File: src/rtl/sec_access_pkg.sv
// Shared constants and types for the secure memory access state block
`default_nettype none
package sec_access_pkg;
	// Fixed transport credential that opens configuration memory
	localparam logic [23:0] TRANSPORT_PW = 24'h30_1dd2;
	// Largest write while anti-tearing is on, in bytes
	localparam logic [7:0] TEAR_PAGE_MAX = 8'h08;
	// Failed tries before a password or key locks
	localparam logic [2:0] ATT_LIMIT = 3'h7;
	// Counter reset value
	localparam logic [2:0] ATT_RST = 3'h0;
	// Counters: 8 passwords (set*2+write) then 4 keys
	localparam int ATT_NUM = 12;
	localparam logic [3:0] ATT_KEY_BASE = 4'h8;
	// Command codes from the frame decoder
	typedef enum logic [2:0] {
		CMD_READ = 3'h0,
		CMD_WRITE = 3'h1,
		CMD_CHKPW = 3'h2,
		CMD_AUTH = 3'h3,
		CMD_ENC = 3'h4,
		CMD_DESEL = 3'h5,
		CMD_IDLE = 3'h6,
		CMD_NOP = 3'h7
	} cmd_e;
	// Write sequencer states, Gray along idle-buffer-copy-done
	typedef enum logic [1:0] {
		WR_IDLE = 2'h0,
		WR_BUF = 2'h1,
		WR_COPY = 2'h3,
		WR_DONE = 2'h2
	} wr_state_e;
endpackage : sec_access_pkg
`default_nettype wire

File: src/rtl/sec_access_state.sv
// Security session state, access checks and write control of the tag
`default_nettype none
module sec_access_state
	import sec_access_pkg::*;
(
	input wire logic i_mclk,
	input wire logic i_rst_b,
	// Command from frame decoder, one-cycle strobe
	input wire logic i_cmd_valid,
	input wire logic [2:0] i_cmd_op,
	input wire logic i_cmd_cfg,
	input wire logic [1:0] i_cmd_zone,
	input wire logic [1:0] i_cmd_set,
	input wire logic i_cmd_pw_wr,
	input wire logic [23:0] i_cmd_pw,
	input wire logic [7:0] i_cmd_len,
	input wire logic i_auth_ok,
	input wire logic i_mac_present,
	input wire logic i_mac_ok,
	// Configuration memory fields
	input wire logic [23:0] i_pw_ref,
	input wire logic [3:0] i_zone_need_rpw,
	input wire logic [3:0] i_zone_need_wpw,
	input wire logic [3:0] i_zone_need_auth,
	input wire logic [3:0] i_zone_need_enc,
	input wire logic [7:0] i_zone_set,
	input wire logic i_tear_en,
	input wire logic i_perso_secure,
	// NVM interface
	input wire logic i_tear_pending,
	input wire logic i_nvm_done,
	output logic o_nvm_req,
	output logic o_nvm_to_buf,
	output logic o_wr_cfg,
	output logic [1:0] o_wr_zone,
	// Answers and status
	output logic o_ready,
	output logic o_ack,
	output logic o_nak,
	output logic o_auth_active,
	output logic o_enc_active,
	output logic o_pw_cipher,
	output logic o_data_cipher,
	output logic o_cfg_open,
	output logic o_perso_cipher
);
	// **********************************************
	// Reset synchroniser
	// **********************************************
	logic rst_s1_q; // First stage, read only by second
	logic rst_s2_q; // Released reset for the block

	always_ff @(posedge i_mclk or negedge i_rst_b) begin
		if (!i_rst_b) begin
			rst_s1_q <= 1'b0;
			rst_s2_q <= 1'b0;
		end else begin
			rst_s1_q <= 1'b1;
			rst_s2_q <= rst_s1_q;
		end
	end

	// **********************************************
	// Access decode
	// **********************************************
	// Zone field of one zone
	function automatic logic zbit(input logic [3:0] v, input logic [1:0] z);
		zbit = v[z];
	endfunction : zbit

	// Password set index for a zone
	function automatic logic [1:0] zset(input logic [7:0] v, input logic [1:0] z);
		zset = v[{z, 1'b0} +: 2];
	endfunction : zset

	logic pw_valid_q, pw_valid_d; // A password is active
	logic pw_wr_q, pw_wr_d; // Active one is a write password
	logic [1:0] pw_set_q, pw_set_d; // Its set
	logic cfg_q, cfg_d; // Transport credential active
	logic auth_q, auth_d; // Authenticated
	logic enc_q, enc_d; // Encrypted
	logic ack_q, ack_d;
	logic nak_q, nak_d;
	logic wcfg_q, wcfg_d;
	logic [1:0] wzone_q, wzone_d;
	logic wr_start;
	logic wr_busy;
	logic wr_done;
	logic [ATT_NUM-1:0] att_fail;
	logic [ATT_NUM-1:0] att_pass;
	logic [ATT_NUM-1:0] att_lock;
	logic take;
	logic pw_ok;
	logic rd_ok;
	logic wr_ok;
	logic mac_bad;
	logic crypto_fail;
	logic [3:0] pw_idx;
	logic [3:0] key_idx;

	assign take = i_cmd_valid && o_ready;
	// Counter slots for this command
	assign pw_idx = {1'b0, i_cmd_set, i_cmd_pw_wr};
	assign key_idx = ATT_KEY_BASE + {2'h0, i_cmd_set};

	// Zone password check; write password also opens reads
	always_comb begin
		pw_ok = pw_valid_q && !cfg_q && (pw_set_q == zset(i_zone_set, i_cmd_zone));
	end

	// Read and write permission
	always_comb begin
		if (i_cmd_cfg) begin
			rd_ok = cfg_q;
			wr_ok = cfg_q;
		end else begin
			// All-zero configuration leaves zones open
			rd_ok = (!zbit(i_zone_need_rpw, i_cmd_zone) || pw_ok)
				&& (!zbit(i_zone_need_auth, i_cmd_zone) || auth_q)
				&& (!zbit(i_zone_need_enc, i_cmd_zone) || enc_q);
			wr_ok = (!zbit(i_zone_need_wpw, i_cmd_zone) || (pw_ok && pw_wr_q))
				&& (!zbit(i_zone_need_auth, i_cmd_zone) || auth_q)
				&& (!zbit(i_zone_need_enc, i_cmd_zone) || enc_q);
		end
	end

	// Checksum: plain mode rejects bad frame only
	always_comb begin
		mac_bad = i_mac_present && !i_mac_ok;
		crypto_fail = auth_q && (mac_bad || (i_cmd_op == CMD_WRITE && !i_mac_present));
	end

	// **********************************************
	// Session state
	// **********************************************
	// Next session state and answers
	always_comb begin
		pw_valid_d = pw_valid_q;
		pw_wr_d = pw_wr_q;
		pw_set_d = pw_set_q;
		cfg_d = cfg_q;
		auth_d = auth_q;
		enc_d = enc_q;
		ack_d = wr_done;
		nak_d = 1'b0;
		wcfg_d = wcfg_q;
		wzone_d = wzone_q;
		wr_start = 1'b0;
		att_fail = '0;
		att_pass = '0;
		if (take) begin
			if (crypto_fail) begin
				// Abort and drop to plain mode
				nak_d = 1'b1;
				auth_d = 1'b0;
				enc_d = 1'b0;
			end else if (mac_bad) begin
				nak_d = 1'b1;
			end else begin
				case (cmd_e'(i_cmd_op))
					CMD_READ: begin
						ack_d = rd_ok;
						nak_d = !rd_ok;
					end
					CMD_WRITE: begin
						// Page limit while buffered; checked before buffering
						if (wr_ok && !(i_tear_en && i_cmd_len > TEAR_PAGE_MAX)) begin
							wr_start = 1'b1;
							wcfg_d = i_cmd_cfg;
							wzone_d = i_cmd_zone;
						end else begin
							nak_d = 1'b1;
						end
					end
					CMD_CHKPW: begin
						// New password replaces the old one
						pw_valid_d = 1'b0;
						cfg_d = 1'b0;
						if (i_cmd_pw == TRANSPORT_PW) begin
							cfg_d = 1'b1;
							ack_d = 1'b1;
						end else if (!att_lock[pw_idx] && i_cmd_pw == i_pw_ref) begin
							pw_valid_d = 1'b1;
							pw_wr_d = i_cmd_pw_wr;
							pw_set_d = i_cmd_set;
							att_pass[pw_idx] = 1'b1;
							ack_d = 1'b1;
						end else begin
							att_fail[pw_idx] = 1'b1;
							nak_d = 1'b1;
						end
					end
					CMD_AUTH: begin
						// Only the latest outcome counts
						auth_d = i_auth_ok && !att_lock[key_idx];
						enc_d = 1'b0;
						att_pass[key_idx] = auth_d;
						att_fail[key_idx] = !auth_d;
						ack_d = auth_d;
						nak_d = !auth_d;
					end
					CMD_ENC: begin
						// Needs a live authentication
						enc_d = auth_q && i_auth_ok && !att_lock[key_idx];
						att_pass[key_idx] = enc_d;
						att_fail[key_idx] = !enc_d;
						ack_d = enc_d;
						nak_d = !enc_d;
					end
					CMD_DESEL, CMD_IDLE: begin
						// Session ends
						pw_valid_d = 1'b0;
						cfg_d = 1'b0;
						auth_d = 1'b0;
						enc_d = 1'b0;
						ack_d = 1'b1;
					end
					default: begin
						nak_d = 1'b1;
					end
				endcase
			end
		end
	end

	// Register; power-on reset clears session
	always_ff @(posedge i_mclk or negedge rst_s2_q) begin
		if (!rst_s2_q) begin
			pw_valid_q <= 1'b0;
			pw_wr_q <= 1'b0;
			pw_set_q <= 2'h0;
			cfg_q <= 1'b0;
			auth_q <= 1'b0;
			enc_q <= 1'b0;
			ack_q <= 1'b0;
			nak_q <= 1'b0;
			wcfg_q <= 1'b0;
			wzone_q <= 2'h0;
		end else begin
			pw_valid_q <= pw_valid_d;
			pw_wr_q <= pw_wr_d;
			pw_set_q <= pw_set_d;
			cfg_q <= cfg_d;
			auth_q <= auth_d;
			enc_q <= enc_d;
			ack_q <= ack_d;
			nak_q <= nak_d;
			wcfg_q <= wcfg_d;
			wzone_q <= wzone_d;
		end
	end

	// **********************************************
	// Sub-blocks
	// **********************************************
	// Write sequencer, recovers torn copy first
	tear_writer u_wr (
		.i_mclk(i_mclk),
		.i_rst_b(rst_s2_q),
		.i_start(wr_start),
		.i_tear_en(i_tear_en),
		.i_pending(i_tear_pending),
		.i_nvm_done(i_nvm_done),
		.o_nvm_req(o_nvm_req),
		.o_nvm_to_buf(o_nvm_to_buf),
		.o_busy(wr_busy),
		.o_done(wr_done)
	);

	// Attempt counters
	attempt_bank u_att (
		.i_mclk(i_mclk),
		.i_rst_b(rst_s2_q),
		.i_fail(att_fail),
		.i_pass(att_pass),
		.o_locked(att_lock)
	);

	// **********************************************
	// Outputs
	// **********************************************
	assign o_ready = rst_s2_q && !wr_busy;
	assign o_ack = ack_q;
	assign o_nak = nak_q;
	assign o_wr_cfg = wcfg_q;
	assign o_wr_zone = wzone_q;
	assign o_auth_active = auth_q;
	assign o_enc_active = enc_q;
	assign o_pw_cipher = auth_q;
	assign o_data_cipher = enc_q;
	assign o_cfg_open = cfg_q;
	assign o_perso_cipher = cfg_q && i_perso_secure && enc_q;
endmodule : sec_access_state
`default_nettype wire

File: src/rtl/attempt_bank.sv
// Bank of saturating failed-attempt counters for passwords and keys
`default_nettype none
module attempt_bank
	import sec_access_pkg::*;
(
	input wire logic i_mclk,
	input wire logic i_rst_b,
	input wire logic [ATT_NUM-1:0] i_fail,
	input wire logic [ATT_NUM-1:0] i_pass,
	output logic [ATT_NUM-1:0] o_locked
);
	// **********************************************
	// Counters
	// **********************************************
	logic [2:0] cnt_q [ATT_NUM];
	logic [2:0] cnt_d [ATT_NUM];

	genvar g;
	generate
		for (g = 0; g < ATT_NUM; g++) begin : g_cnt
			// Next count: success below the limit clears, failure climbs to the limit
			always_comb begin
				cnt_d[g] = cnt_q[g];
				if (i_fail[g] && cnt_q[g] != ATT_LIMIT) begin
					cnt_d[g] = cnt_q[g] + 3'h1;
				end else if (i_pass[g] && cnt_q[g] != ATT_LIMIT) begin
					cnt_d[g] = ATT_RST;
				end
			end
			// Register
			always_ff @(posedge i_mclk or negedge i_rst_b) begin
				if (!i_rst_b) begin
					cnt_q[g] <= ATT_RST;
				end else begin
					cnt_q[g] <= cnt_d[g];
				end
			end
			// Locked once the limit is reached
			assign o_locked[g] = (cnt_q[g] == ATT_LIMIT);
		end
	endgenerate
endmodule : attempt_bank
`default_nettype wire

File: src/rtl/tear_writer.sv
// Write sequencer with optional anti-tearing buffer and power-up recovery
`default_nettype none
module tear_writer
	import sec_access_pkg::*;
(
	input wire logic i_mclk,
	input wire logic i_rst_b,
	input wire logic i_start,
	input wire logic i_tear_en,
	input wire logic i_pending,
	input wire logic i_nvm_done,
	output logic o_nvm_req,
	output logic o_nvm_to_buf,
	output logic o_busy,
	output logic o_done
);
	// **********************************************
	// State
	// **********************************************
	wr_state_e st_q, st_d;
	logic boot_q, boot_d; // Power-up check still owed
	logic tear_q, tear_d; // Current write uses the buffer

	// Next state
	always_comb begin
		st_d = st_q;
		boot_d = 1'b0;
		tear_d = tear_q;
		case (st_q)
			WR_IDLE: begin
				if (boot_q) begin
					// Interrupted copy found: redo it from buffer
					if (i_pending) begin
						st_d = WR_COPY;
						tear_d = 1'b1;
					end
				end else if (i_start) begin
					tear_d = i_tear_en;
					st_d = i_tear_en ? WR_BUF : WR_COPY;
				end
			end
			WR_BUF: begin
				// Buffer first, then a second cycle to target
				if (i_nvm_done) begin
					st_d = WR_COPY;
				end
			end
			WR_COPY: begin
				if (i_nvm_done) begin
					st_d = WR_DONE;
				end
			end
			WR_DONE: begin
				st_d = WR_IDLE;
			end
			default: begin
				st_d = WR_IDLE;
			end
		endcase
	end

	// Register
	always_ff @(posedge i_mclk or negedge i_rst_b) begin
		if (!i_rst_b) begin
			st_q <= WR_IDLE;
			boot_q <= 1'b1;
			tear_q <= 1'b0;
		end else begin
			st_q <= st_d;
			boot_q <= boot_d;
			tear_q <= tear_d;
		end
	end

	// Outputs
	assign o_nvm_req = (st_q == WR_BUF) || (st_q == WR_COPY);
	assign o_nvm_to_buf = (st_q == WR_BUF);
	assign o_busy = (st_q != WR_IDLE) || boot_q;
	assign o_done = (st_q == WR_DONE);
endmodule : tear_writer
`default_nettype wire

File: config.mk
export PLATFORM = sky130hd
export DESIGN_NAME = sec_access_state
export DESIGN_NICKNAME = d
export VERILOG_FILES = /design/src/rtl/sec_access_pkg.sv /design/src/rtl/sec_access_state.sv /design/src/rtl/attempt_bank.sv /design/src/rtl/tear_writer.sv
export SDC_FILE = /design/constraint.sdc
export NUM_CORES = 1
export LEC_CHECK = 0
export CORE_MARGIN = 3
export CORE_UTILIZATION = 64
export DETAILED_ROUTE_END_ITERATION = 6
export DONT_BUFFER_PORTS = 1
export PLACE_DENSITY_LB_ADDON = 0.1
export REMOVE_ABC_BUFFERS = 1
export SYNTH_ARGS = -nofsm -noshare
export SYNTH_HDL_FRONTEND = slang
export SYNTH_SLANG_ARGS = --single-unit
File: constraint.sdc
create_clock -name i_mclk -period 2.4 [get_ports i_mclk]
set_input_delay 0.24 -clock i_mclk [delete_from_list [all_inputs] [get_ports i_mclk]]
set_output_delay 0.24 -clock i_mclk [all_outputs]
set_load 0.01 [all_outputs]
# After elaboration in Yosys (flattened, before gate mapping)
# Cells that the tools add are included.
[word_totals] register_bits=53 output_inout_bits=14 elab_cells=277
[classes] n_addsub=13 n_lt_le_gt_ge=6 n_eq_ne=41 n_shift=1 muxes=90 n_bitwise=7 n_reduce_logical=93
[ops] operator="2-to-1 mux 12 bit" count=6
[ops] operator="2-to-1 mux 3 bit" count=24
[ops] operator="case mux 12 bit (3 select lines)" count=2
[ops] operator="AND 12 bit" count=4
[ops] operator="logical AND 1 bit" count=46
[ops] operator="equality test 3 bit (second input constant)" count=15
[ops] operator="!= test 3 bit (second input constant)" count=13
[ops] operator="adder 3 x 1 -> 3 bit (second input constant)" count=12
[ops] operator="2-to-1 mux 1 bit" count=33
[ops] operator="2-to-1 mux 8 bit" count=4
[ops] operator="nonzero test 2 bit" count=14
[ops] operator="equality test 24 x 22 -> 1 bit (second input constant)" count=1
[ops] operator="equality test 24 bit" count=1
[ops] operator="logical NOT 1 bit" count=14
[ops] operator="2-to-1 mux 2 bit" count=6
[ops] operator="binary-select mux 1 bit (select 2 bit)" count=4
[ops] operator="> comparator 8 x 4 -> 1 bit (second input constant)" count=1
[ops] operator="case mux 1 bit (2 select lines)" count=4
[ops] operator="case mux 2 bit (4 select lines)" count=1
[ops] operator="AND reduction 4 bit" count=2
[ops] operator="variable part select 8 x 4 -> 2 bit" count=1
[ops] operator="logical OR 1 bit" count=7
[ops] operator="equality test 3 x 2 -> 1 bit (second input constant)" count=2
[ops] operator="case mux 1 bit (6 select lines)" count=1
[ops] operator="27 further kinds" count=33

# Logic depth before layout (Yosys ltp)
# Gate-level depths: netlist (run 1).
[logic_depth] word_depth=17 ltp_mapped=10 ltp_nobuf=8

# Cells and area by module
# Synthesis (run 1) repeated with hierarchy kept, for this count alone.
[hier_totals] cells_unflattened=334 hier_area_um2=3592.2
[by_module_without_submodules] module="attempt_bank" instances=1 cells_each=120 area_each_um2=1736.7 seq_area_each_um2=900.9
[by_module_without_submodules] module="sec_access_state" instances=1 cells_each=199 area_each_um2=1696.6 seq_area_each_um2=350.3
[by_module_without_submodules] module="tear_writer" instances=1 cells_each=15 area_each_um2=158.9 seq_area_each_um2=76.3

# Worst setup path after synthesis (run 1)
# No wires, ideal clock.
[synth_path] kind="register to register" startpoint="register rst_s2_q" endpoint="register u_att.cnt_q[30] (netlist name)" t_arrival_ns=3.522 required_ns=2.275 path_slack_ns=-1.247 path_stages_with_launch=7 path_buffers=0 period_less_slack_ns=3.647 cell_sequence="dfrtp_1 -> nor4b_4 -> and3_4 -> o21ai_4 -> or4b_4 -> or4_4 -> mux2_4"
[synth_between] elab_chain_len=5
[synth_lines] item="from (decl)" line_no="sec_access_state.sv:51" text="logic rst_s2_q;"
[synth_lines] item="from (signal assigned)" line_no="sec_access_state.sv:59" text="rst_s2_q <= rst_s1_q;"
[synth_lines] item="logical AND 1 bit (*)" line_no="sec_access_state.sv:282" text="assign o_ready = rst_s2_q && !wr_busy;"
[synth_lines] item="via o_ready" line_no="sec_access_state.sv:37" text="output logic o_ready,"
[synth_lines] item="logical AND 1 bit (*)" line_no="sec_access_state.sv:101" text="assign take = i_cmd_valid && o_ready;"
[synth_lines] item="2-to-1 mux 12 bit" line_no="sec_access_state.sv:151" text="if (take) begin"
[synth_lines] item="logical AND 1 bit (on tied branches)" line_no="attempt_bank.sv:24, attempt_bank.sv:26"
[synth_lines] item="2-to-1 mux 3 bit or nonzero test 2 bit (tied branches)"
[synth_lines] item="to (signal, indexed assignment)" line_no="attempt_bank.sv:35" text="cnt_q[g] <= cnt_d[g];"
[synth_lines] item="to (decl)" line_no="attempt_bank.sv:15" text="logic [2:0] cnt_q [ATT_NUM];"
# The timed path passes the listed nets; every way through them passes the cells marked *.
# A chain may end at the register's enable or synchronous reset.

# Worst setup path after layout (run 1)
[layout_path] startpoint="register u_att.cnt_q[24] (netlist name)" endpoint="register pw_wr_q"
[layout_between] elab_chain_len=6
[layout_lines] item="equality test 3 bit" line_no="attempt_bank.sv:39" text="assign o_locked[g] = (cnt_q[g] == ATT_LIMIT);"
[layout_lines] item="binary-select mux 1 bit (select 3 bit)" line_no="sec_access_state.sv:182" text="end else if (!att_lock[pw_idx] && i_cmd_pw == i_pw_ref) begin"
[layout_lines] item="2-to-1 mux 1 bit (implied by the code)" line_no="sec_access_state.sv:182"
[layout_lines] item="logical NOT 1 bit" line_no="sec_access_state.sv:182"
[layout_lines] item="logical AND 1 bit" line_no="sec_access_state.sv:182"
[layout_lines] item="AND reduction 6 bit (no line)"
[layout_lines] item="to (signal assigned)" line_no="sec_access_state.sv:241" text="pw_wr_q <= pw_wr_d;"
[layout_lines] item="to (decl)" line_no="sec_access_state.sv:77" text="logic pw_wr_q, pw_wr_d;"
# No other way between the ends. The select of a mux whose other input is x is not followed.

==> impl_metrics.env, run 1 <==
export IMPL_die_y_microns=82.0
export IMPL_port_buffer_count=0
export IMPL_crit_reg2reg_launch="u_att.cnt_q[24]"
export IMPL_cts_buffers=5
export IMPL_drtPass1Iterations=4
export IMPL_muxShareOfSynthArea_pct=15.1
export IMPL_cts_tree="built"
export IMPL_cp_arrival_ns=2.85
export IMPL_vias_per_cell=6.20
export IMPL_finalCritPeriodShare_pct=110
export IMPL_wl_per_cell_microns=19.3
export IMPL_synthCells=363
export IMPL_fin_cells=466
export IMPL_clkLatencyLatePin_ns=0.31
export IMPL_vias=2890
export IMPL_synth_edf_count=0
export IMPL_drive_gt1_share_pct=27.9
export IMPL_post_place_cells=445
export IMPL_layout_setup_ws_ns=-0.244
export IMPL_finalCriticalPeriod_ns=2.64
export IMPL_relSlewSlack_pct=55.3
export IMPL_setup_violations=28
export IMPL_grt_ovfl_total=0
export IMPL_outcome="finished with violations"
export IMPL_rows=27
export IMPL_drv_slew=0
export IMPL_wl_microns=8990
export IMPL_gp_congestion=0.817
export IMPL_clockRootBuffer="clkbuf_8"
export IMPL_required_ns=2.60
export IMPL_grt_use_total_pct=25.3
export IMPL_r2r_end="pw_wr_q"
export IMPL_netlist_area_sq_mm=0.00369
export IMPL_dp_hpwl_microns=6410
export IMPL_cp_end_kind="register"
export IMPL_num_nets_final=516
export IMPL_rrSetupSlack_ns=-0.24
export IMPL_post_route_util_pct=78.0
export IMPL_synth_compound_area_share_pct=9.55
export IMPL_synth_top_family_by_area="simple AND/OR/NAND/NOR gates"
export IMPL_synth_xor_area_share_pct=6.64
export IMPL_max_vdd_ir_drop_uv=329
export IMPL_avgSynthCellArea_sq_um=10.2
export IMPL_cts_path_max_buffers=2
export IMPL_clkTransAtPathRegs_ns=0.10
export IMPL_areaGrowthSynthToFinish_pct=16.9
export IMPL_endpoint="pw_wr_q"
export IMPL_grt_max_degree=52
export IMPL_synth_distinct_cells=58
export IMPL_tightest_slew_ns=0.670
export IMPL_critPathKind="reg2reg"
export IMPL_htree_levels=2
export IMPL_drcViolationCount=0
export IMPL_p_leak_nw=1.97
export IMPL_p_per_area_mw_per_mm2=472
export IMPL_yosys_warnings=0
export IMPL_clock_sinks=53
export IMPL_dieArea_sq_mm=0.00672
export IMPL_ys_flop_type="dfrtp_1"
export IMPL_die_x_microns=82.0
export IMPL_pin_count=113
export IMPL_reg2reg_depth=8
export IMPL_hold_class="in2reg"
export IMPL_async_flop_share_pct=100
export IMPL_hold_viol_final=0
export IMPL_yosys_area_share_simple_pct=22.0
export IMPL_fmax_mhz=378
export IMPL_n_antenna_cell=0
export IMPL_critPathLaunch="u_att.cnt_q[24]"
export IMPL_rsz0062_at_grt="yes"
export IMPL_cap_violations=0
export IMPL_drtIter0Drc=172
export IMPL_post_synth_top_area_cell="dfrtp_1"
export IMPL_synth_yosys_seq_area_share_pct=35.9
export IMPL_skew_ns=0.0114
export IMPL_ant_nets=0
export IMPL_synth_seq_cells=53
export IMPL_yosys_area_share_adder_pct=8.13
export IMPL_path_max_fanout=3
export IMPL_violations="setup timing"
export IMPL_synthTopCellsByArea="dfrtp_1 35%, ha_1 8.1%, xnor2_1 5.9%, mux2_2 5.8%, nor2b_1 4.4%"
export IMPL_initial_core_util_pct=66.7
export IMPL_grt_pass1_vias=2939
export IMPL_antenna_found_initial=0
export IMPL_core_sq_mm=0.00554
export IMPL_grt_first_pass_wirelength_microns=13100
export IMPL_yosysTopAreaCellShare_pct=35.2
export IMPL_hold_slack_ns=0.0421
export IMPL_startpoint_type="register"
[synthesized netlist by cell type (all sizes together), types with 2 or more instances]
master,n
dfrtp,52
mux2,34
nor2b,26
nand2,25
xnor2,25
ha,24
nor2,22
o21ai,18
clkbuf,11
nor3,11
or3,9
a21oi,8
nand4,8
nand2b,7
buf,6
o31ai,6
mux2i,5
mux4,5
nor4b,5
a211oi,4
a21o,4
nor3b,4
nor4,4
and2,3
and3,3
inv,3
nand3,3
xor2,3
a21boi,2
conb,2
nand3b,2
or4,2
[power breakdown]
part	switching (mW)	internal, mW	total, mW
Clock	0.294	0.341	0.634
Sequential	0.0422	0.941	0.983
Combinational	0.210	0.211	0.421
[cell type report]
type                            instances  area, sq um
Timing Repair Buffer                   40          350
Inverter                                3         11.3
Fill cell                             380         1220
Clock inverter                          1         30.0
Sequential cell                        53         1330
Multi-Input combinational cell        290         2420
Tap cell                               72         90.1
Clock buffer                            7         86.3
[placed cells by master, fill, tap and decap left out, drive strengths merged, types with 3 or more instances in the layout]
| master | n |
|---|---|
| nand2 | 25 |
| o31ai | 6 |
| mux2 | 34 |
| a21o | 4 |
| ha | 24 |
| mux2i | 5 |
| dfrtp | 52 |
| or3 | 9 |
| nor4b | 5 |
| nand4 | 8 |
| nand3 | 3 |
| clkbuf | 9 |
| xor2 | 3 |
| nor2b | 26 |
| mux4 | 5 |
| xnor2 | 25 |
| nand2b | 7 |
| and3 | 3 |
| nor3 | 11 |
| o21ai | 18 |
| nor2 | 22 |
| nor3b | 4 |
| a211oi | 4 |
| a21oi | 8 |
| and2 | 3 |
| nor4 | 4 |
| inv | 3 |
| buf | 37 |
[critical path, cell delays in order (launching register included)]
cell and delay (ns):
dfrtp_1 0.43, ha_4 0.18, ha_4 0.15, mux4_2 0.50, a2111oi_4 0.39, and2_4 0.21
nor4b_4 0.21, buf_4 0.17, mux2_4 0.29
[metrics by stage]
| step | power, mW | worst slack [ns] | instance area (sq um) | TNS, ns |
|---|---|---|---|---|
| 2_1_floorplan | 1.26 | -1.25 | 3620 | -38.12 |
| 3_3_place_gp | 1.37 | -0.374 | 3910 | -9.70 |
| 3_5_place_dp | 1.39 | -0.559 | 3910 | -14.72 |
| 4_1_cts | 2.04 | -0.192 | 4180 | -2.80 |
| 5_1_grt | 2.14 | -0.352 | 4320 | -8.03 |
| 6_report | 2.04 | -0.244 | 4320 | -5.15 |
[kinds of logic (layout without fill, tap and decap cells)]
group           Yosys count  after routing
buf+inv                  20             51
mux                      44             44
flops                    53             53
other cells               2              2
xor+xnor                 28             28
simple gates            139            139
compound gates           53             53
fa+ha+maj                24             24
[layer usage]
layer  wire length (microns)  GRT usage [%]  up-vias  part of all wire [%]
met1                    3490           29.5     1390                    39
met4                     201           9.80        0                   2.2
met3                     566           4.17       22                   6.3
met2                    4730           46.0      100                    53
li1                        -              -     1378                     -
met5                       0              0        -                     0
[state kept, by name, indices dropped and copies added, names as in the netlist]
signal	flops
o_data_cipher	1
pw_wr_q	1
pw_set_q	2
o_wr_cfg	1
u_wr.st_q	2
u_att.cnt_q	36
o_nak	1
pw_valid_q	1
o_auth_active	1
rst_s1_q	1
o_cfg_open	1
rst_s2_q	1
u_wr.boot_q	1
o_wr_zone	2
o_ack	1
[how the worst min path moves through the flow]
stage / startpoint / to / depth (start not counted)
floorplan: i_rst_b / rst_s1_q / 0
finish: i_cmd_op[2] / o_cfg_open / 1
detailed placement: i_rst_b / rst_s1_q / 0
CTS: i_cmd_op[2] / o_cfg_open / 1
global placement: i_rst_b / rst_s1_q / 0
global route: i_cmd_valid / o_nak / 1
[repair_timing]
action	in CTS	in global routing
endpoints found under the setup margin	30	30
setup buffers	6	4
hold buffers	1	0
resized for setup	24	13
endpoints found under the hold margin	2	0
pin swaps	7	3
cloned	0	2
(Power assumes the default switching activity.)
==> run 2, diff against run 1 <==
--- a/config.mk
+++ b/config.mk
@@ -10,7 +10,9 @@
 export DETAILED_ROUTE_END_ITERATION = 6
 export DONT_BUFFER_PORTS = 1
 export PLACE_DENSITY_LB_ADDON = 0.1
+export RECOVER_POWER = 100
 export REMOVE_ABC_BUFFERS = 1
 export SYNTH_ARGS = -nofsm -noshare
 export SYNTH_HDL_FRONTEND = slang
+export SYNTH_HIERARCHICAL = 1
 export SYNTH_SLANG_ARGS = --single-unit
==> impl_metrics.env, run 2 <==
export IMPL_outcome="finished with violations"
export IMPL_violations="setup timing"
export IMPL_netlist_area_sq_mm=0.00359
export IMPL_p_sw_share_pct=30.9
export IMPL_setup_violations=32
export IMPL_vias=3101
export IMPL_grt_use_total_pct=29.2
export IMPL_grt_ovfl_total=0
export IMPL_cts_path_max_buffers=2
export IMPL_die_y_microns=80.9
export IMPL_path_cells="or3_1 -> nand3b_1 -> or2_4 -> o21bai_4 -> or4_4 -> or3b_4 -> nor2_4 -> o21bai_4 -> mux2_4"
export IMPL_htree_levels=2
export IMPL_synth_edf_count=0
export IMPL_fin_cells=464
export IMPL_required_ns=2.60
export IMPL_drtIter0Drc=177
export IMPL_pin_count=113
export IMPL_postLayoutCellArea_sq_mm=0.00460
export IMPL_max_vdd_ir_drop_uv=416
export IMPL_avgSynthCellArea_sq_um=10.8
export IMPL_layout_setup_ws_ns=-0.690
export IMPL_crit_slowest_cell="or4_4"
export IMPL_p_clk_share_pct=25.0
export IMPL_post_synth_top_area_cell="dfrtp_1"
export IMPL_grt_pass1_vias=3190
export IMPL_power_frac_comb_pct=26.9
export IMPL_netlist_top_cells_count="52 x dfrtp_1, 36 x nor2_1, 24 x ha_1"
export IMPL_num_nets_final=516
export IMPL_dp_hpwl_microns=6820
export IMPL_clkTransAtPathRegs_ns=0.10
export IMPL_yosysTopAreaCellShare_pct=36.2
export IMPL_hold_slack_ns=0.0373
export IMPL_wl_per_cell_microns=23.1
export IMPL_gp_congestion=0.874
export IMPL_p_leak_nw=2.00
export IMPL_drive_gt1_share_pct=44.9
export IMPL_crit_path_frequent_cell="o21bai_4"
export IMPL_wl_microns=10700
export IMPL_ant_nets=0
export IMPL_p_sw_mw=0.645
export IMPL_antenna_found_initial=0
export IMPL_p_per_area_mw_per_mm2=453
export IMPL_grt_max_degree=53
export IMPL_dpl_instance_area_sq_mm=0.00397
export IMPL_cp_arrival_ns=3.29
export IMPL_synthCells=334
export IMPL_rsz0062_at_grt="yes"
export IMPL_initial_core_util_pct=68.2
export IMPL_relSlewSlack_pct=12.9
export IMPL_finalCriticalPeriod_ns=3.09
export IMPL_cts_buffers=5
export IMPL_die_x_microns=80.9
export IMPL_synth_distinct_cells=58
export IMPL_cts_tree="built"
export IMPL_startpoint_type="register"
export IMPL_synth_seq_cells=53
export IMPL_largest_reg_flops=36
export IMPL_async_flop_share_pct=100
export IMPL_finalCritPeriodShare_pct=129
export IMPL_port_buffer_count=0
export IMPL_core_sq_mm=0.00527
export IMPL_slowest_delay_ns=0.55
export IMPL_drtPass1Iterations=4
export IMPL_drv_slew=0
export IMPL_hold_viol_final=0
export IMPL_critPathKind="reg2reg"
export IMPL_fmax_mhz=324
export IMPL_synth_yosys_seq_area_share_pct=37.0
export IMPL_areaGrowthSynthToFinish_pct=28.0
export IMPL_layout_common_cells="57 x buf_4, 51 x dfrtp_1, 22 x a22o_1"
export IMPL_clockRootBuffer="clkbuf_8"
export IMPL_path_max_fanout=5
export IMPL_dieArea_sq_mm=0.00655
export IMPL_layout_commonest_cell="buf_4"
export IMPL_n_antenna_cell=0
export IMPL_drcViolationCount=0
export IMPL_post_place_cells=439
export IMPL_synthTopCellsByArea="dfrtp_1 36%, ha_1 8.4%, a22o_1 5.4%, mux2_2 5.3%, xnor2_1 4.9%"
export IMPL_ys_flop_type="dfrtp_1"
export IMPL_clkLatencyLatePin_ns=0.31
export IMPL_tightest_slew_ns=1.31
export IMPL_clock_sinks=53
export IMPL_hold_class="in2reg"
export IMPL_grt_first_pass_wirelength_microns=14800
export IMPL_rows=26
export IMPL_cp_end_kind="register"
export IMPL_seqPwrFrac_pct=48.1
export IMPL_p_int_mw=1.44
export IMPL_skew_ns=0.00857
export IMPL_synth_most_common_cell="dfrtp_1"
export IMPL_cap_violations=0
export IMPL_yosys_warnings=6
export IMPL_top_register="u_att/cnt_q"
export IMPL_vias_per_cell=6.68
==> run 2: cell count changes after synthesis, moves of 5 or more <==
cell      delta
a22o_1      +21
mux2_1      -12
mux4_1       +6
nand2_1     -16
nor2_1      +14
nor2b_1     -10
nor3_1       -8
o21ai_0      -9
o21bai_1    +12
o31ai_1      -5
or3_1        -6
xnor2_1      -5
xor2_1       +5
==> run 2: cell families after synthesis <==
kind of cell	after synthesis	share of synthesized area (%)
AND/OR/NAND/NOR	112	18.0
AO/OA/AOI/OAI	69	14.9
buffers and inverters	17	2.19
adder cells (fa/ha/maj)	24	8.36
other	2	0.209
XOR/XNOR	28	6.83
multiplexers	29	12.6
flip-flops	53	37.0
==> run 2: through the flow <==
stage	total power [mW]	util, %	TNS [ns]	setup slack, ns
floorplan	1.32	-	-51.20	-1.60
global placement	1.47	75.3	-15.05	-0.660
detailed placement	1.49	75.3	-16.72	-0.695
CTS	2.01	80.1	-14.09	-0.608
global route	2.16	87.3	-18.05	-0.742
finish	2.08	87.3	-15.77	-0.690
==> run 2: cell type report <==
| class | count | area [sq um] |
|---|---|---|
| Multi-Input combinational cell | 264 | 2580 |
| Sequential cell | 53 | 1330 |
| Fill cell | 264 | 672 |
| Timing Repair Buffer | 63 | 488 |
| Tap cell | 70 | 87.6 |
| Clock buffer | 6 | 72.6 |
| Inverter | 6 | 22.5 |
| Clock inverter | 2 | 15.0 |
==> run 2: worst max-delay path: cells and delay by family (launching register included) <==
| kind | cells | cell delay [ns] |
|---|---|---|
| multiplexers | 1 | 0.26 |
| AND/OR/NAND/NOR | 6 | 2.05 |
| AO/OA/AOI/OAI | 2 | 0.28 |
| flip-flops | 1 | 0.38 |
==> run 2: path summary, 6_finish.rpt <==
check	end	slack, ns	cells after the start	from
setup / recovery	u_att/cnt_q[24]	-0.69	9	u_wr/boot_q
hold / removal	o_cfg_open	0.04	1	i_cmd_op[2]
setup reg to reg	u_att/cnt_q[24]	-0.69	9	u_wr/boot_q
hold reg to reg	rst_s2_q	0.37	0	rst_s1_q
max in group asynchronous	u_att/cnt_q[21]	0.87	1	rst_s2_q
min in group asynchronous	rst_s1_q	0.15	1	i_rst_b
==> run 2: what timing repair did <==
| action | CTS | global route |
|---|---|---|
| hold buffers | 1 | 0 |
| resized for setup | 31 | 78 |
| endpoints found under the hold margin | 2 | 0 |
| endpoints found under the setup margin | 41 | 42 |
| setup buffers | 3 | 13 |
| pin swaps | 11 | 35 |
==> run 2: metal layers <==
layer | global-route usage, % | share of wire, % | up-vias
met1 | 34.0 | 39 | 1560
met5 | 0 | 0 | -
met4 | 10.5 | 3.7 | 0
met2 | 52.4 | 52 | 146
li1 | - | - | 1358
met3 | 6.65 | 5.9 | 37
==> run 2: power by group through the flow <==
| stage | Sequential (mW) | Combinational (mW) | Clock [mW] |
|---|---|---|---|
| 2_1_floorplan | 1.06 | 0.255 | 0 |
| 3_3_place_gp | 1.01 | 0.458 | 0 |
| 3_5_place_dp | 1.02 | 0.470 | 0 |
| 4_1_cts | 0.999 | 0.497 | 0.509 |
| 5_1_grt | 1.01 | 0.604 | 0.552 |
| 6_report | 1.00 | 0.561 | 0.521 |
==> run 3, diff against run 2 <==
--- a/config.mk
+++ b/config.mk
@@ -6,7 +6,7 @@
 export NUM_CORES = 1
 export LEC_CHECK = 0
 export CORE_MARGIN = 3
-export CORE_UTILIZATION = 64
+export CORE_UTILIZATION = 35
 export DETAILED_ROUTE_END_ITERATION = 6
 export DONT_BUFFER_PORTS = 1
 export PLACE_DENSITY_LB_ADDON = 0.1
==> impl_metrics.env, run 3 (synthesized netlist as in run 2, its figures left out) <==
export IMPL_p_sw_mw=0.609
export IMPL_pin_count=113
export IMPL_rows=36
export IMPL_tightest_slew_ns=1.31
export IMPL_cp_arrival_ns=3.25
export IMPL_largest_reg_flops=36
export IMPL_cts_buffers=5
export IMPL_grt_ovfl_total=0
export IMPL_layout_common_cells="58 x buf_4, 51 x dfrtp_1, 22 x a22o_1"
export IMPL_rrSetupSlack_ns=-0.64
export IMPL_areaGrowthSynthToFinish_pct=30.8
export IMPL_grt_use_total_pct=15.3
export IMPL_top_register="u_att/cnt_q"
export IMPL_port_buffer_count=0
export IMPL_wl_per_cell_microns=16.7
export IMPL_dieArea_sq_mm=0.0115
export IMPL_grt_max_degree=53
export IMPL_grt_first_pass_wirelength_microns=13900
export IMPL_clkLatencyLatePin_ns=0.31
export IMPL_die_y_microns=107
export IMPL_initial_core_util_pct=36.4
export IMPL_relSlewSlack_pct=12.9
export IMPL_skew_ns=0.00618
export IMPL_p_per_area_mw_per_mm2=435
export IMPL_layout_commonest_cell="buf_4"
export IMPL_finalCritPeriodShare_pct=127
export IMPL_path_max_fanout=5
export IMPL_vias_per_cell=5.35
export IMPL_p_clk_share_pct=25.1
export IMPL_grt_pass1_vias=2901
export IMPL_fmax_mhz=329
export IMPL_seqPwrFrac_pct=48.9
export IMPL_outcome="finished with violations"
export IMPL_drtIter0Drc=83
export IMPL_p_sw_share_pct=29.8
export IMPL_power_frac_comb_pct=26.0
export IMPL_drive_gt1_share_pct=44.3
export IMPL_max_vdd_ir_drop_uv=256
export IMPL_core_sq_mm=0.00986
export IMPL_vias=2838
export IMPL_rsz0062_at_grt="yes"
export IMPL_cts_path_max_buffers=2
export IMPL_required_ns=2.60
export IMPL_finalCriticalPeriod_ns=3.04
export IMPL_setup_violations=40
export IMPL_hold_slack_ns=0.0538
export IMPL_wl_microns=8850
export IMPL_antenna_found_initial=0
export IMPL_dp_hpwl_microns=6780
export IMPL_drv_slew=0
export IMPL_cap_violations=0
export IMPL_clockRootBuffer="clkbuf_8"
export IMPL_violations="setup timing"
export IMPL_gp_congestion=0.749
export IMPL_ant_nets=0
export IMPL_cp_end_kind="register"
export IMPL_drtPass1Iterations=4
export IMPL_num_nets_final=519
export IMPL_p_leak_nw=1.97
export IMPL_die_x_microns=107
export IMPL_n_antenna_cell=0
export IMPL_clkTransAtPathRegs_ns=0.10
export IMPL_layout_setup_ws_ns=-0.644
export IMPL_cts_tree="built"
export IMPL_total_power_mw=2.05
export IMPL_hold_class="in2reg"
export IMPL_drcViolationCount=0
export IMPL_p_int_mw=1.44
export IMPL_startpoint_type="register"
export IMPL_htree_levels=2
export IMPL_critPathKind="reg2reg"
export IMPL_hold_viol_final=0
export IMPL_clock_sinks=53
==> run 3: power by group through the flow <==
stage                     Sequential [mW]  Combinational (mW)  Clock, mW
after floorplan                      1.06               0.255          0
after global placement               1.01               0.479          0
after detailed placement             1.02               0.481          0
after CTS                           0.998               0.515      0.550
after global routing                 1.01               0.588      0.581
final                                1.00               0.532      0.513
==> run 3: area by class of cell <==
class	instances	area [sq um]
Sequential cell	53	1330
Clock buffer	6	72.6
Inverter	6	22.5
Tap cell	133	166
Fill cell	892	5160
Clock inverter	2	13.8
Multi-Input combinational cell	264	2610
Timing Repair Buffer	66	488
==> run 3: layer usage <==
layer | GRT usage [%] | routed length, microns
met2 | 26.7 | 4410
met4 | 4.11 | 144
met3 | 2.94 | 491
met5 | 0 | 0
met1 | 19.2 | 3800
==> run 3: critical path: stages, from the launching register on <==
cell	delay (ns)
dfstp_2	0.39
or3_4	0.38
nand3b_1	0.20
or2_4	0.27
o21bai_4	0.17
or4_4	0.55
or3b_4	0.47
nor2_4	0.17
o21bai_4	0.08
mux2_4	0.26
==> run 3: stage by stage <==
step                util (%)  cell area (sq um)  setup TNS (ns)  setup WS, ns  std cells
floorplan                  -               3540          -51.20         -1.60        323
global placement        41.4               4090          -18.30        -0.700        507
detailed placement      41.4               4090          -19.03        -0.743        507
CTS                     44.8               4420          -14.11        -0.641        520
global route            47.6               4700          -20.72        -0.736        530
finish                  47.6               4700          -15.45        -0.644        530
==> run 3: timing repair <==
| action | CTS | global route |
|---|---|---|
| pin swaps | 19 | 29 |
| setup endpoints to repair | 42 | 42 |
| resized for setup | 55 | 58 |
| hold endpoints to repair | 2 | 0 |
| buffers inserted | 4 | 12 |
| hold buffers | 1 | 0 |
==> run 3: final timing paths <==
check / from / end / cells past startpoint
max: u_wr/boot_q / u_att/cnt_q[12] / 9
min: i_cmd_op[2] / o_cfg_open / 1
max reg2reg: u_wr/boot_q / u_att/cnt_q[12] / 9
min reg2reg: rst_s1_q / rst_s2_q / 0
max in group asynchronous: rst_s2_q / u_att/cnt_q[2] / 1
min in group asynchronous: i_rst_b / rst_s1_q / 1
